==> config.mk <==
export PLATFORM = sky130hd
export DESIGN_NAME = tues_top
export DESIGN_NICKNAME = d
export VERILOG_FILES = /design/src/hw/tues_pkg.sv /design/src/hw/tues_top.sv
export SDC_FILE = /design/constraint.sdc
export NUM_CORES = 1
export LEC_CHECK = 0
export ABC_CLOCK_PERIOD_IN_PS = 7200
export BUFFER_PORTS_ARGS = -buffer_cell sky130_fd_sc_hd__buf_4
export CAP_MARGIN = 0
export CELL_PAD_IN_SITES_DETAIL_PLACEMENT = 2
export CELL_PAD_IN_SITES_GLOBAL_PLACEMENT = 2
export CORE_MARGIN = 4
export CORE_UTILIZATION = 35
export DETAILED_ROUTE_END_ITERATION = 8
export GPL_ROUTABILITY_DRIVEN = 0
export MAX_ROUTING_LAYER = met4
export PLACE_DENSITY_LB_ADDON = 0.1
export SKIP_LAST_GASP = 1
export SLEW_MARGIN = 25
export SYNTH_ARGS = -nofsm -noshare
export SYNTH_HDL_FRONTEND = slang
export SYNTH_SLANG_ARGS = --single-unit
export TNS_END_PERCENT = 10
==> constraint.sdc <==
create_clock -name CLK_SYS -period 7.2 [get_ports CLK_SYS]
set_input_delay 0.36 -clock CLK_SYS [delete_from_list [all_inputs] [get_ports CLK_SYS]]
set_output_delay 0.36 -clock CLK_SYS [all_outputs]
set_load 0.02 [all_outputs]
==> src/hw/tues_pkg.sv <==
// Constants and carrier types for the tape unit ending-status block
package tues_pkg;

  // ==========================================================
  // Mux selector codes
  localparam logic [2:0] SEL_DEAD_TRACK = 3'h0;
  localparam logic [2:0] SEL_RW_ERRORS  = 3'h1;
  localparam logic [2:0] SEL_DIAG_AID   = 3'h2;
  localparam logic [2:0] SEL_STATUS     = 3'h3;

  // ==========================================================
  // Reject codes (octal in the comments)
  localparam logic [5:0] RJ_NONE      = 6'h00;
  localparam logic [5:0] RJ_NOT_READY = 6'h01; // 1
  localparam logic [5:0] RJ_NO_ACK    = 6'h03; // 3
  localparam logic [5:0] RJ_FILE_PROT = 6'h05; // 5
  localparam logic [5:0] RJ_ILLEGAL   = 6'h07; // 7
  localparam logic [5:0] RJ_AT_LOAD   = 6'h13; // 23
  localparam logic [5:0] RJ_LONG_GAP  = 6'h15; // 25
  localparam logic [5:0] RJ_SPEED_REQ = 6'h16; // 26
  localparam logic [5:0] RJ_DENSITY   = 6'h18; // 30
  localparam logic [5:0] RJ_BOT_WRITE = 6'h19; // 31
  localparam logic [5:0] RJ_NO_MOTION = 6'h1A; // 32
  localparam logic [5:0] RJ_GAP_DATA  = 6'h1B; // 33
  localparam logic [5:0] RJ_NO_DATA   = 6'h1F; // 37

  // Bit n set: code n also raises operation_incomplete
  localparam logic [31:0] OPERATION_INCOMPLETE_MASK   = 32'hED33_934C;
  // Bit n set: code n is reserved (or zero) and never shown
  localparam logic [31:0] RESERVED_MASK = 32'h1084_6C11;

  // ==========================================================
  // Gap and timing limits
  localparam logic [4:0] GAP_LIMIT_PHASE_FT = 5'h19; // 25 feet
  localparam logic [4:0] GAP_LIMIT_GROUP_FT = 5'h0F; // 15 feet
  localparam int ACK_TIMEOUT_MS = 75;
  localparam int CLK_PERIOD_NS  = 5;
  localparam int ACK_TIMEOUT_CYC = ACK_TIMEOUT_MS * 1000000 / CLK_PERIOD_NS;

  // ==========================================================
  // Carrier types
  typedef enum logic [1:0] {
    ST_IDLE = 2'b01,
    ST_RUN  = 2'b10
  } tues_state_e;

  typedef struct packed {
    logic write_type;
    logic backward;
    logic rewind;
    logic read_space;
    logic bot_write;
    logic speed_change;
    logic illegal;
    logic keep_status;
  } tues_cmd_s;

  typedef struct packed {
    logic tape_loaded;
    logic rewinding;
    logic machine_check;
    logic at_load_point;
    logic file_protect;
    logic at_end;
    logic write_mode;
    logic high_density;
  } tues_drv_s;

  typedef struct packed {
    logic end_mark_err;
    logic speed_out;
    logic corr_phase_read;
    logic corr_group_read;
    logic group_write_trk;
    logic gap_foot;
    logic gap_end;
    logic motion;
    logic density_miss;
    logic no_motion;
    logic rb_gap_data;
    logic rb_no_data;
  } tues_ev_s;

  typedef struct packed {
    logic [4:0] early;
    logic       unused;
    logic       eor_fault;
    logic       speed_fault;
    logic       diag;
  } tues_byte1_s;

  typedef struct packed {
    logic       speed_pulse;
    logic [1:0] aid;
    logic [5:0] code;
  } tues_byte2_s;

  typedef struct packed {
    logic write_st;
    logic eot;
    logic load_pt;
    logic unused;
    logic fprot;
    logic reverse;
    logic high_dens;
    logic ready;
    logic online;
  } tues_byte3_s;

endpackage

==> src/hw/tues_top.sv <==
// Ending-status, reject-code and error-mux logic of the tape unit
`timescale 1ns/1ps
`default_nettype none

module tues_top #(
  parameter int ACK_TIMEOUT_CYCLES = tues_pkg::ACK_TIMEOUT_CYC,
  parameter int ACK_CNT_W          = 24
) (
  input  wire logic                CLK_SYS,
  input  wire logic                RST_N,
  input  wire logic                CLK_EN,
  input  wire logic                CMD_START,
  input  wire tues_pkg::tues_cmd_s CMD,
  input  wire logic                CMD_DONE,
  input  wire tues_pkg::tues_drv_s DRIVE,
  input  wire tues_pkg::tues_ev_s  EV,
  input  wire logic                EXT_REJ_VALID,
  input  wire logic [5:0]          EXT_REJ_CODE,
  input  wire logic                DIAG_MODE,
  input  wire logic [1:0]          DIAG_AID,
  input  wire logic                SPEED_PULSE,
  input  wire logic [8:0]          DEAD_TRACK,
  input  wire logic [4:0]          EARLY_ERRORS,
  input  wire logic                XFER_REQ,
  input  wire logic                XFER_ACK,
  input  wire logic [8:0]          BUS_DATA,
  input  wire logic                ONLINE_KEY,
  input  wire logic                RESET_KEY,
  input  wire logic [2:0]          MUX_SEL,
  output logic [8:0]               ERROR_MUX_BUS,
  output logic                     BUSY,
  output logic                     REJECT,
  output logic                     OP_INCOMPLETE,
  output logic                     DATA_FAULT,
  output logic                     FIXED_ERROR_LINE,
  output logic                     BUS_PARITY_FAULT,
  output logic                     ONLINE_FLAG,
  output logic                     READY_FLAG,
  output logic                     WRITE_STATUS,
  output logic                     END_OF_TAPE,
  output logic                     LOAD_POINT,
  output logic                     FILE_PROTECT,
  output logic                     HIGH_DENSITY
);
  import tues_pkg::*;

  if (ACK_TIMEOUT_CYCLES < 2 || ACK_TIMEOUT_CYCLES >= (2 ** ACK_CNT_W))
  begin : g_chk
    $error("ACK_TIMEOUT_CYCLES does not fit the ack counter");
  end

  // ==========================================================
  // Helpers
  function automatic logic [5:0] shown_code(input logic [5:0] c);
    // Reserved codes would confuse host software; show none instead
    shown_code = RESERVED_MASK[c[4:0]] || c[5] ? RJ_NONE : c;
  endfunction

  function automatic logic sets_operation_incomplete(input logic [5:0] c);
    sets_operation_incomplete = !c[5] && OPERATION_INCOMPLETE_MASK[c[4:0]];
  endfunction

  // ==========================================================
  // State
  tues_state_e state_q;
  tues_cmd_s   cmd_q;
  tues_drv_s   drv_q;
  logic        reject_q;
  logic [5:0]  code_q;
  logic        operation_incomplete_q;
  logic        eor_q;
  logic        speed_q;
  logic        data_fault_q;
  logic        fixed_q;
  logic        parity_q;
  logic        reverse_q;
  logic        online_q;
  logic        ready_q;
  logic        diag_q;
  logic        speed_pend_q;
  logic        ack_wait_q;
  logic        ack_seen_q;
  logic [ACK_CNT_W-1:0] ack_cnt_q;
  logic [4:0]  gap_cnt_q;
  logic [8:0]  mux_q;

  logic        running;
  logic        start_ok;
  logic        clr;
  logic [5:0]  imm_code;
  logic [5:0]  run_code;
  logic        rej_fire;
  logic [5:0]  rej_code;
  logic        ack_timeout;
  logic        long_gap;
  logic        xfer;
  logic        par_err;

  assign running  = (state_q == ST_RUN);
  assign start_ok = CMD_START && online_q && (state_q == ST_IDLE);
  assign clr      = start_ok && !CMD.keep_status;
  assign xfer     = running && (cmd_q.write_type || cmd_q.read_space);
  assign par_err  = running && XFER_REQ && XFER_ACK && !(^BUS_DATA);

  // ==========================================================
  // Start-time reject decision
  always_comb
  begin
    imm_code = RJ_NONE;
    if (!ready_q)
      imm_code = RJ_NOT_READY;
    else if (CMD.illegal)
      imm_code = RJ_ILLEGAL;
    else if (CMD.backward && !CMD.rewind && drv_q.at_load_point)
      imm_code = RJ_AT_LOAD;
    else if (CMD.bot_write && drv_q.tape_loaded && !drv_q.at_load_point)
      imm_code = RJ_BOT_WRITE;
    else if (CMD.write_type && drv_q.file_protect)
      imm_code = RJ_FILE_PROT;
    else if (CMD.speed_change && speed_pend_q)
      imm_code = RJ_SPEED_REQ;
  end

  // ==========================================================
  // Run-time reject decision
  always_comb
  begin
    run_code = RJ_NONE;
    if (ack_timeout)
      run_code = RJ_NO_ACK;
    else if (long_gap)
      run_code = RJ_LONG_GAP;
    else if (EV.density_miss)
      run_code = RJ_DENSITY;
    else if (EV.no_motion)
      run_code = RJ_NO_MOTION;
    else if (cmd_q.write_type && EV.rb_gap_data)
      run_code = RJ_GAP_DATA;
    else if (cmd_q.write_type && EV.rb_no_data)
      run_code = RJ_NO_DATA;
    else if (EXT_REJ_VALID)
      run_code = EXT_REJ_CODE;
  end

  assign rej_code = start_ok ? imm_code : run_code;
  assign rej_fire = (start_ok || running) && (rej_code != RJ_NONE);

  // ==========================================================
  // Command sequencing; busy covers the whole command
  always_ff @(posedge CLK_SYS or negedge RST_N)
  begin
    if (!RST_N)
    begin
      state_q <= ST_IDLE;
      cmd_q   <= '0;
    end
    else if (CLK_EN)
    begin
      unique case (state_q)
        ST_IDLE:
        begin
          if (start_ok)
          begin
            cmd_q <= CMD;
            if (imm_code == RJ_NONE)
              state_q <= ST_RUN;
          end
        end
        ST_RUN:
        begin
          // Parity fault never ends the transfer
          if (CMD_DONE || rej_fire)
            state_q <= ST_IDLE;
        end
      endcase
    end
  end

  // ==========================================================
  // Reject code and incomplete flag
  always_ff @(posedge CLK_SYS or negedge RST_N)
  begin
    if (!RST_N)
    begin
      reject_q <= 1'b0;
      code_q   <= RJ_NONE;
      operation_incomplete_q <= 1'b0;
    end
    else if (CLK_EN)
    begin
      if (rej_fire)
      begin
        reject_q <= 1'b1;
        code_q   <= shown_code(rej_code);
        operation_incomplete_q <= sets_operation_incomplete(rej_code);
      end
      else if (clr)
      begin
        reject_q <= 1'b0;
        code_q   <= RJ_NONE;
        operation_incomplete_q <= 1'b0;
      end
    end
  end

  // ==========================================================
  // Error flags; a set in the clearing cycle wins
  always_ff @(posedge CLK_SYS or negedge RST_N)
  begin
    if (!RST_N)
    begin
      eor_q        <= 1'b0;
      speed_q      <= 1'b0;
      fixed_q      <= 1'b0;
      parity_q     <= 1'b0;
      data_fault_q <= 1'b0;
    end
    else if (CLK_EN)
    begin
      eor_q    <= (xfer && EV.end_mark_err) || (eor_q && !clr);
      speed_q  <= (running && cmd_q.write_type && EV.speed_out)
                  || (speed_q && !clr);
      fixed_q  <= (running && (EV.corr_phase_read || EV.corr_group_read
                  || EV.group_write_trk)) || (fixed_q && !clr);
      parity_q <= par_err || (parity_q && !clr);
      data_fault_q <= (xfer && EV.end_mark_err)
                      || (running && cmd_q.write_type && EV.speed_out)
                      || par_err || (data_fault_q && !clr);
    end
  end

  // ==========================================================
  // First transfer acknowledge timer
  assign ack_timeout = ack_wait_q && !XFER_ACK
                       && (ack_cnt_q == ACK_CNT_W'(ACK_TIMEOUT_CYCLES - 1));

  always_ff @(posedge CLK_SYS or negedge RST_N)
  begin
    if (!RST_N)
    begin
      ack_wait_q <= 1'b0;
      ack_seen_q <= 1'b0;
      ack_cnt_q  <= '0;
    end
    else if (CLK_EN)
    begin
      if (!running || XFER_ACK || ack_seen_q)
      begin
        ack_wait_q <= 1'b0;
        ack_cnt_q  <= '0;
        ack_seen_q <= running && (XFER_ACK || ack_seen_q);
      end
      else if (cmd_q.write_type && (XFER_REQ || ack_wait_q))
      begin
        ack_wait_q <= 1'b1;
        ack_cnt_q  <= ack_cnt_q + 1'b1;
      end
    end
  end

  // ==========================================================
  // Gap length in feet on read and space commands
  assign long_gap = cmd_q.read_space && (gap_cnt_q >
                    (drv_q.high_density ? GAP_LIMIT_GROUP_FT : GAP_LIMIT_PHASE_FT));

  always_ff @(posedge CLK_SYS or negedge RST_N)
  begin
    if (!RST_N)
      gap_cnt_q <= '0;
    else if (CLK_EN)
    begin
      if (!running || EV.gap_end)
        gap_cnt_q <= '0;
      else if (EV.gap_foot && gap_cnt_q != '1)
        gap_cnt_q <= gap_cnt_q + 1'b1;
    end
  end

  // ==========================================================
  // Speed-change bookkeeping and motion direction
  always_ff @(posedge CLK_SYS or negedge RST_N)
  begin
    if (!RST_N)
    begin
      speed_pend_q <= 1'b0;
      reverse_q    <= 1'b0;
    end
    else if (CLK_EN)
    begin
      speed_pend_q <= (start_ok && CMD.speed_change && imm_code == RJ_NONE)
                      || (speed_pend_q && !EV.motion);
      if (start_ok && imm_code == RJ_NONE && (CMD.write_type
          || CMD.read_space || CMD.backward || CMD.rewind))
        reverse_q <= CMD.backward || CMD.rewind;
    end
  end

  // ==========================================================
  // Online, ready, diagnostic and mirrored drive status
  always_ff @(posedge CLK_SYS or negedge RST_N)
  begin
    if (!RST_N)
    begin
      online_q <= 1'b0;
      ready_q  <= 1'b0;
      diag_q   <= 1'b0;
      drv_q    <= '0;
    end
    else if (CLK_EN)
    begin
      online_q <= ONLINE_KEY || (online_q && !RESET_KEY);
      ready_q  <= DRIVE.tape_loaded && !DRIVE.rewinding && !DRIVE.machine_check;
      diag_q   <= DIAG_MODE;
      drv_q    <= DRIVE;
    end
  end

  // ==========================================================
  // Error multiplex bus
  always_ff @(posedge CLK_SYS or negedge RST_N)
  begin
    if (!RST_N)
      mux_q <= '0;
    else if (CLK_EN)
    begin
      unique case (MUX_SEL)
        SEL_DEAD_TRACK:
          mux_q <= DEAD_TRACK;
        SEL_RW_ERRORS:
          mux_q <= tues_byte1_s'{EARLY_ERRORS, 1'b0, eor_q, speed_q, diag_q};
        SEL_DIAG_AID:
          mux_q <= tues_byte2_s'{SPEED_PULSE, diag_q ? DIAG_AID : 2'b00, code_q};
        SEL_STATUS:
          mux_q <= tues_byte3_s'{drv_q.write_mode, drv_q.at_end,
                   drv_q.at_load_point, 1'b0, drv_q.file_protect, reverse_q,
                   drv_q.high_density, ready_q, online_q};
        default:
          mux_q <= '0;
      endcase
    end
  end

  assign ERROR_MUX_BUS    = mux_q;
  assign BUSY             = running;
  assign REJECT           = reject_q;
  assign OP_INCOMPLETE    = operation_incomplete_q;
  assign DATA_FAULT       = data_fault_q;
  assign FIXED_ERROR_LINE = fixed_q;
  assign BUS_PARITY_FAULT = parity_q;
  assign ONLINE_FLAG      = online_q;
  assign READY_FLAG       = ready_q;
  assign WRITE_STATUS     = drv_q.write_mode;
  assign END_OF_TAPE      = drv_q.at_end;
  assign LOAD_POINT       = drv_q.at_load_point;
  assign FILE_PROTECT     = drv_q.file_protect;
  assign HIGH_DENSITY     = drv_q.high_density;

  // ==========================================================
  // Checks
  property p_not_ready;
    @(posedge CLK_SYS) disable iff (!RST_N)
    CLK_EN && start_ok && !ready_q |=> REJECT && code_q == RJ_NOT_READY && !OP_INCOMPLETE;
  endproperty
  a_not_ready: assert property (p_not_ready)
    else $error("not-ready start did not reject with code 1");

  property p_offline;
    @(posedge CLK_SYS) disable iff (!RST_N)
    CLK_EN && CMD_START && !online_q && !running |=> !BUSY && $stable(code_q);
  endproperty
  a_offline: assert property (p_offline)
    else $error("command accepted while offline");

  property p_ready;
    @(posedge CLK_SYS) disable iff (!RST_N)
    CLK_EN && (!DRIVE.tape_loaded || DRIVE.rewinding) |=> !READY_FLAG;
  endproperty
  a_ready: assert property (p_ready)
    else $error("ready shown without loaded idle tape");

  property p_parity;
    @(posedge CLK_SYS) disable iff (!RST_N)
    CLK_EN && par_err |=> BUS_PARITY_FAULT && DATA_FAULT;
  endproperty
  a_parity: assert property (p_parity)
    else $error("even parity not flagged");

  property p_no_halt;
    @(posedge CLK_SYS) disable iff (!RST_N)
    CLK_EN && running && par_err && !CMD_DONE && run_code == RJ_NONE |=> BUSY;
  endproperty
  a_no_halt: assert property (p_no_halt)
    else $error("parity fault halted transfer");

  property p_operation_incomplete;
    @(posedge CLK_SYS) disable iff (!RST_N)
    CLK_EN && REJECT && !$past(rej_fire) |-> OP_INCOMPLETE == sets_operation_incomplete(code_q);
  endproperty
  a_operation_incomplete: assert property (p_operation_incomplete)
    else $error("incomplete flag disagrees with reject code");

  property p_reserved;
    @(posedge CLK_SYS) disable iff (!RST_N)
    1'b1 |-> !RESERVED_MASK[code_q[4:0]] || code_q == RJ_NONE;
  endproperty
  a_reserved: assert property (p_reserved)
    else $error("reserved reject code shown");

  property p_timeout;
    @(posedge CLK_SYS) disable iff (!RST_N)
    CLK_EN && ack_timeout |=> REJECT && code_q == RJ_NO_ACK && OP_INCOMPLETE && !BUSY;
  endproperty
  a_timeout: assert property (p_timeout)
    else $error("ack timeout not rejected with code 3");

  property p_mux_status;
    @(posedge CLK_SYS) disable iff (!RST_N)
    CLK_EN && MUX_SEL == SEL_STATUS ##1 CLK_EN |->
      ERROR_MUX_BUS[0] == $past(online_q) && ERROR_MUX_BUS[1] == $past(ready_q);
  endproperty
  a_mux_status: assert property (p_mux_status)
    else $error("status byte disagrees with status lines");

endmodule

`default_nettype wire

==> impl_metrics.tcl <==
set metrics [dict create \
    avgViaCountPerCell 5.69 \
    fin_crit_ns 3.32 \
    wire_per_inst_um 21.9 \
    leakage_nw 2.33 \
    yosys_register_bits 68 \
    place.port_buffers 95 \
    globalRouteOverflowTotal 0 \
    clockBufferDepth 2 \
    cts_post_setup_buffers_inserted 0 \
    ys_types 69 \
    ys_warn_count 0 \
    drv_cap 0 \
    dpl_cell_area_um2 4880 \
    ys.flop_type "dfrtp_1" \
    worst_pin_slew_ns 0.724 \
    fin_skew_ns 0.00780 \
    drt_first_pass_iters 4 \
    yosysMostFrequentCell "dfrtp_1" \
    htree_levels 3 \
    antenna_cells 0 \
    tns_ns 0 \
    syn_area_um2 4020 \
    ir_drop_v 0.000147 \
    dp_hpwl_mm 11.0 \
    ctsHoldBuffers 0 \
    power_density_nw_per_um2 267 \
    cpPeakStageDelay_ns 0.52 \
    status "finished clean" \
    worstPathArrival_ns 3.59 \
    worst_path_max_delay_cell "a21boi_1" \
    finalMaxSlewViolations 0 \
    cts-resized-gates 0 \
    hold_viol 0 \
    synth_top_area_frac 0.417 \
    syn2layout_area_growth_pct 29.3 \
    rr_worst_depth 12 \
    worstPathMaxFanout 6 \
    fp.dieArea_um2 13300 \
    coreArea_um2 11000 \
    die_h_um 115 \
    grt_max_degree 69 \
    final_area_um2 5200 \
    path_clk_slew_ns 0.06 \
    initial_utilization 0.365 \
    drive_gt1_frac 0.277 \
    antenna_found_initial 0 \
    via_count 3774 \
    synth_area_leader_cell "dfrtp_1" \
    synth_edf_count 0 \
    fillers 1220 \
    synthCells 423 \
    critPathCaptureType "register" \
    rr_endpoint "OP_INCOMPLETE" \
    drt_wl_total_mm 14.5 \
    ys_async_sr_fraction 1.00 \
    cts_root_buf "clkbuf_16" \
    cts_buffers 9 \
    setup_viol_count_final 0 \
    yosysSeqAreaShare 0.423 \
    ys_top_cells_by_area "dfrtp_1, nand2_1, o21ai_0" \
    postSynthNetCount 506 \
    drtIter0Drc 185 \
    ios 96 \
    slew_headroom 0.511 \
    drc 0 \
    cts.sink_count 68 \
    yosys-top-cells-count "dfrtp_1, nand2_1, o21ai_0" \
    cp.required_ns 7.47 \
    critical_path.cell_chain "inv_1 > ha_1 > a21oi_1 > o21bai_4 > and2_1 > o32a_1 > inv_1 > ha_1 > o211a_1 > nand2_1 > a21boi_1 > a221o_1" \
    grt_pass1_vias 4203 \
    insertion_delay_ns 0.33 \
    cp-start-kind "register" \
    path_class "reg2reg" \
    rrSetupSlack_ns 3.88 \
    nets 601 \
    grt_usage 0.231 \
    die_w_um 115 \
    row_count 38 \
    timing.fmax_ghz 0.301 \
    avgSynthCellArea_um2 9.51 \
    post-route-period-util 0.461 \
    reg2reg_from "HIGH_DENSITY" \
    cts_tree "yes" \
    ant_nets 0 \
    grt_pass1_wl_mm 23.3 \
    hold_class "in2async" \
    rsz0062_at_grt "false" \
]
[placed cells by master, fill, tap and decap left out, drive strengths merged, types with 7 or more instances in the layout]
cell type | netlist | layout
a21oi | 23 | 23
and3 | 7 | 7
buf | 2 | 97
clkbuf | 11 | 11
dfrtp | 67 | 67
ha | 9 | 9
inv | 15 | 15
mux2 | 12 | 12
nand2 | 59 | 59
nand3 | 12 | 12
nand4 | 10 | 10
nor2 | 29 | 29
nor3 | 8 | 8
o21ai | 38 | 38
o2bb2ai | 12 | 12
or3 | 7 | 7
xnor2 | 10 | 10
xor2 | 11 | 11
[power breakdown]
part	internal [W]	total [W]	switching, W
logic	0.000175	0.000401	0.000226
registers	0.000443	0.000504	0.0000611
clock network	0.000311	0.000482	0.000171
total	0.000930	0.00139	0.000458
[layer usage]
metal | share of wire | GRT usage | vias up
li1 | - | - | 1742
met1 | 0.45 | 0.302 | 1914
met2 | 0.49 | 0.385 | 104
met3 | 0.052 | 0.0326 | 14
met4 | 0.0098 | 0.0477 | 0
met5 | 0 | - | -
[flip-flops by register name (all words and copies together), names as in the netlist, 2 cells and up]
register,count
state_q,2
code_q,6
gap_cnt_q,5
cmd_q,2
ack_cnt_q,24
ERROR_MUX_BUS,9
[worst max-delay path by stage]
stage	to	slack, ns	depth (start not counted)	startpoint
global placement	code_q[2]	4.18	10	HIGH_DENSITY
floorplan	code_q[2]	4.14	10	HIGH_DENSITY
CTS	OP_INCOMPLETE	3.93	12	HIGH_DENSITY
global route	OP_INCOMPLETE	3.68	12	HIGH_DENSITY
finish	OP_INCOMPLETE	3.88	12	HIGH_DENSITY
detailed placement	OP_INCOMPLETE	3.96	12	HIGH_DENSITY
[logic make-up (layout without fill, tap and decap cells)]
group           after synthesis  count (layout)  synth area share
buf+inv                      28             128            0.0264
mux                          22              22            0.0781
simple gates                164             164             0.208
fa+ha+maj                     9               9            0.0280
xor+xnor                     21              21            0.0457
compound gates              111             111             0.191
flops                        68              68             0.423
[worst max-delay path, delay by kind of cell (launching register included)]
| kind | cells | cell delay (ns) |
|---|---|---|
| AO/OA/AOI/OAI | 6 | 1.77 |
| adder cells (fa/ha/maj) | 2 | 0.53 |
| flip-flops | 1 | 0.40 |
| AND/OR/NAND/NOR | 2 | 0.34 |
| buffers and inverters | 2 | 0.22 |
[layout make-up]
type	count	area [um^2]	share of cell area
Multi-Input combinational cell	327	2220	0.426
Sequential cell	68	1700	0.327
Timing Repair Buffer	97	732	0.141
Clock buffer	11	243	0.0467
Tap cell	140	175	0.0337
Clock inverter	5	75.1	0.0144
Inverter	15	56.3	0.0108
[metrics by stage]
stage          power, W  hold slack, ns   util  setup WS (ns)  instances
6_report        0.00139          0.0273  0.471           3.88        663
3_5_place_dp   0.000909           0.480  0.442           3.96        647
3_3_place_gp   0.000889           0.467  0.442           4.18        647
5_1_grt         0.00146          0.0980  0.471           3.68        663
2_1_floorplan  0.000726          0.0644      -           4.14        423
4_1_cts         0.00140           0.209  0.471           3.93        663
(Power assumes the default switching activity.)
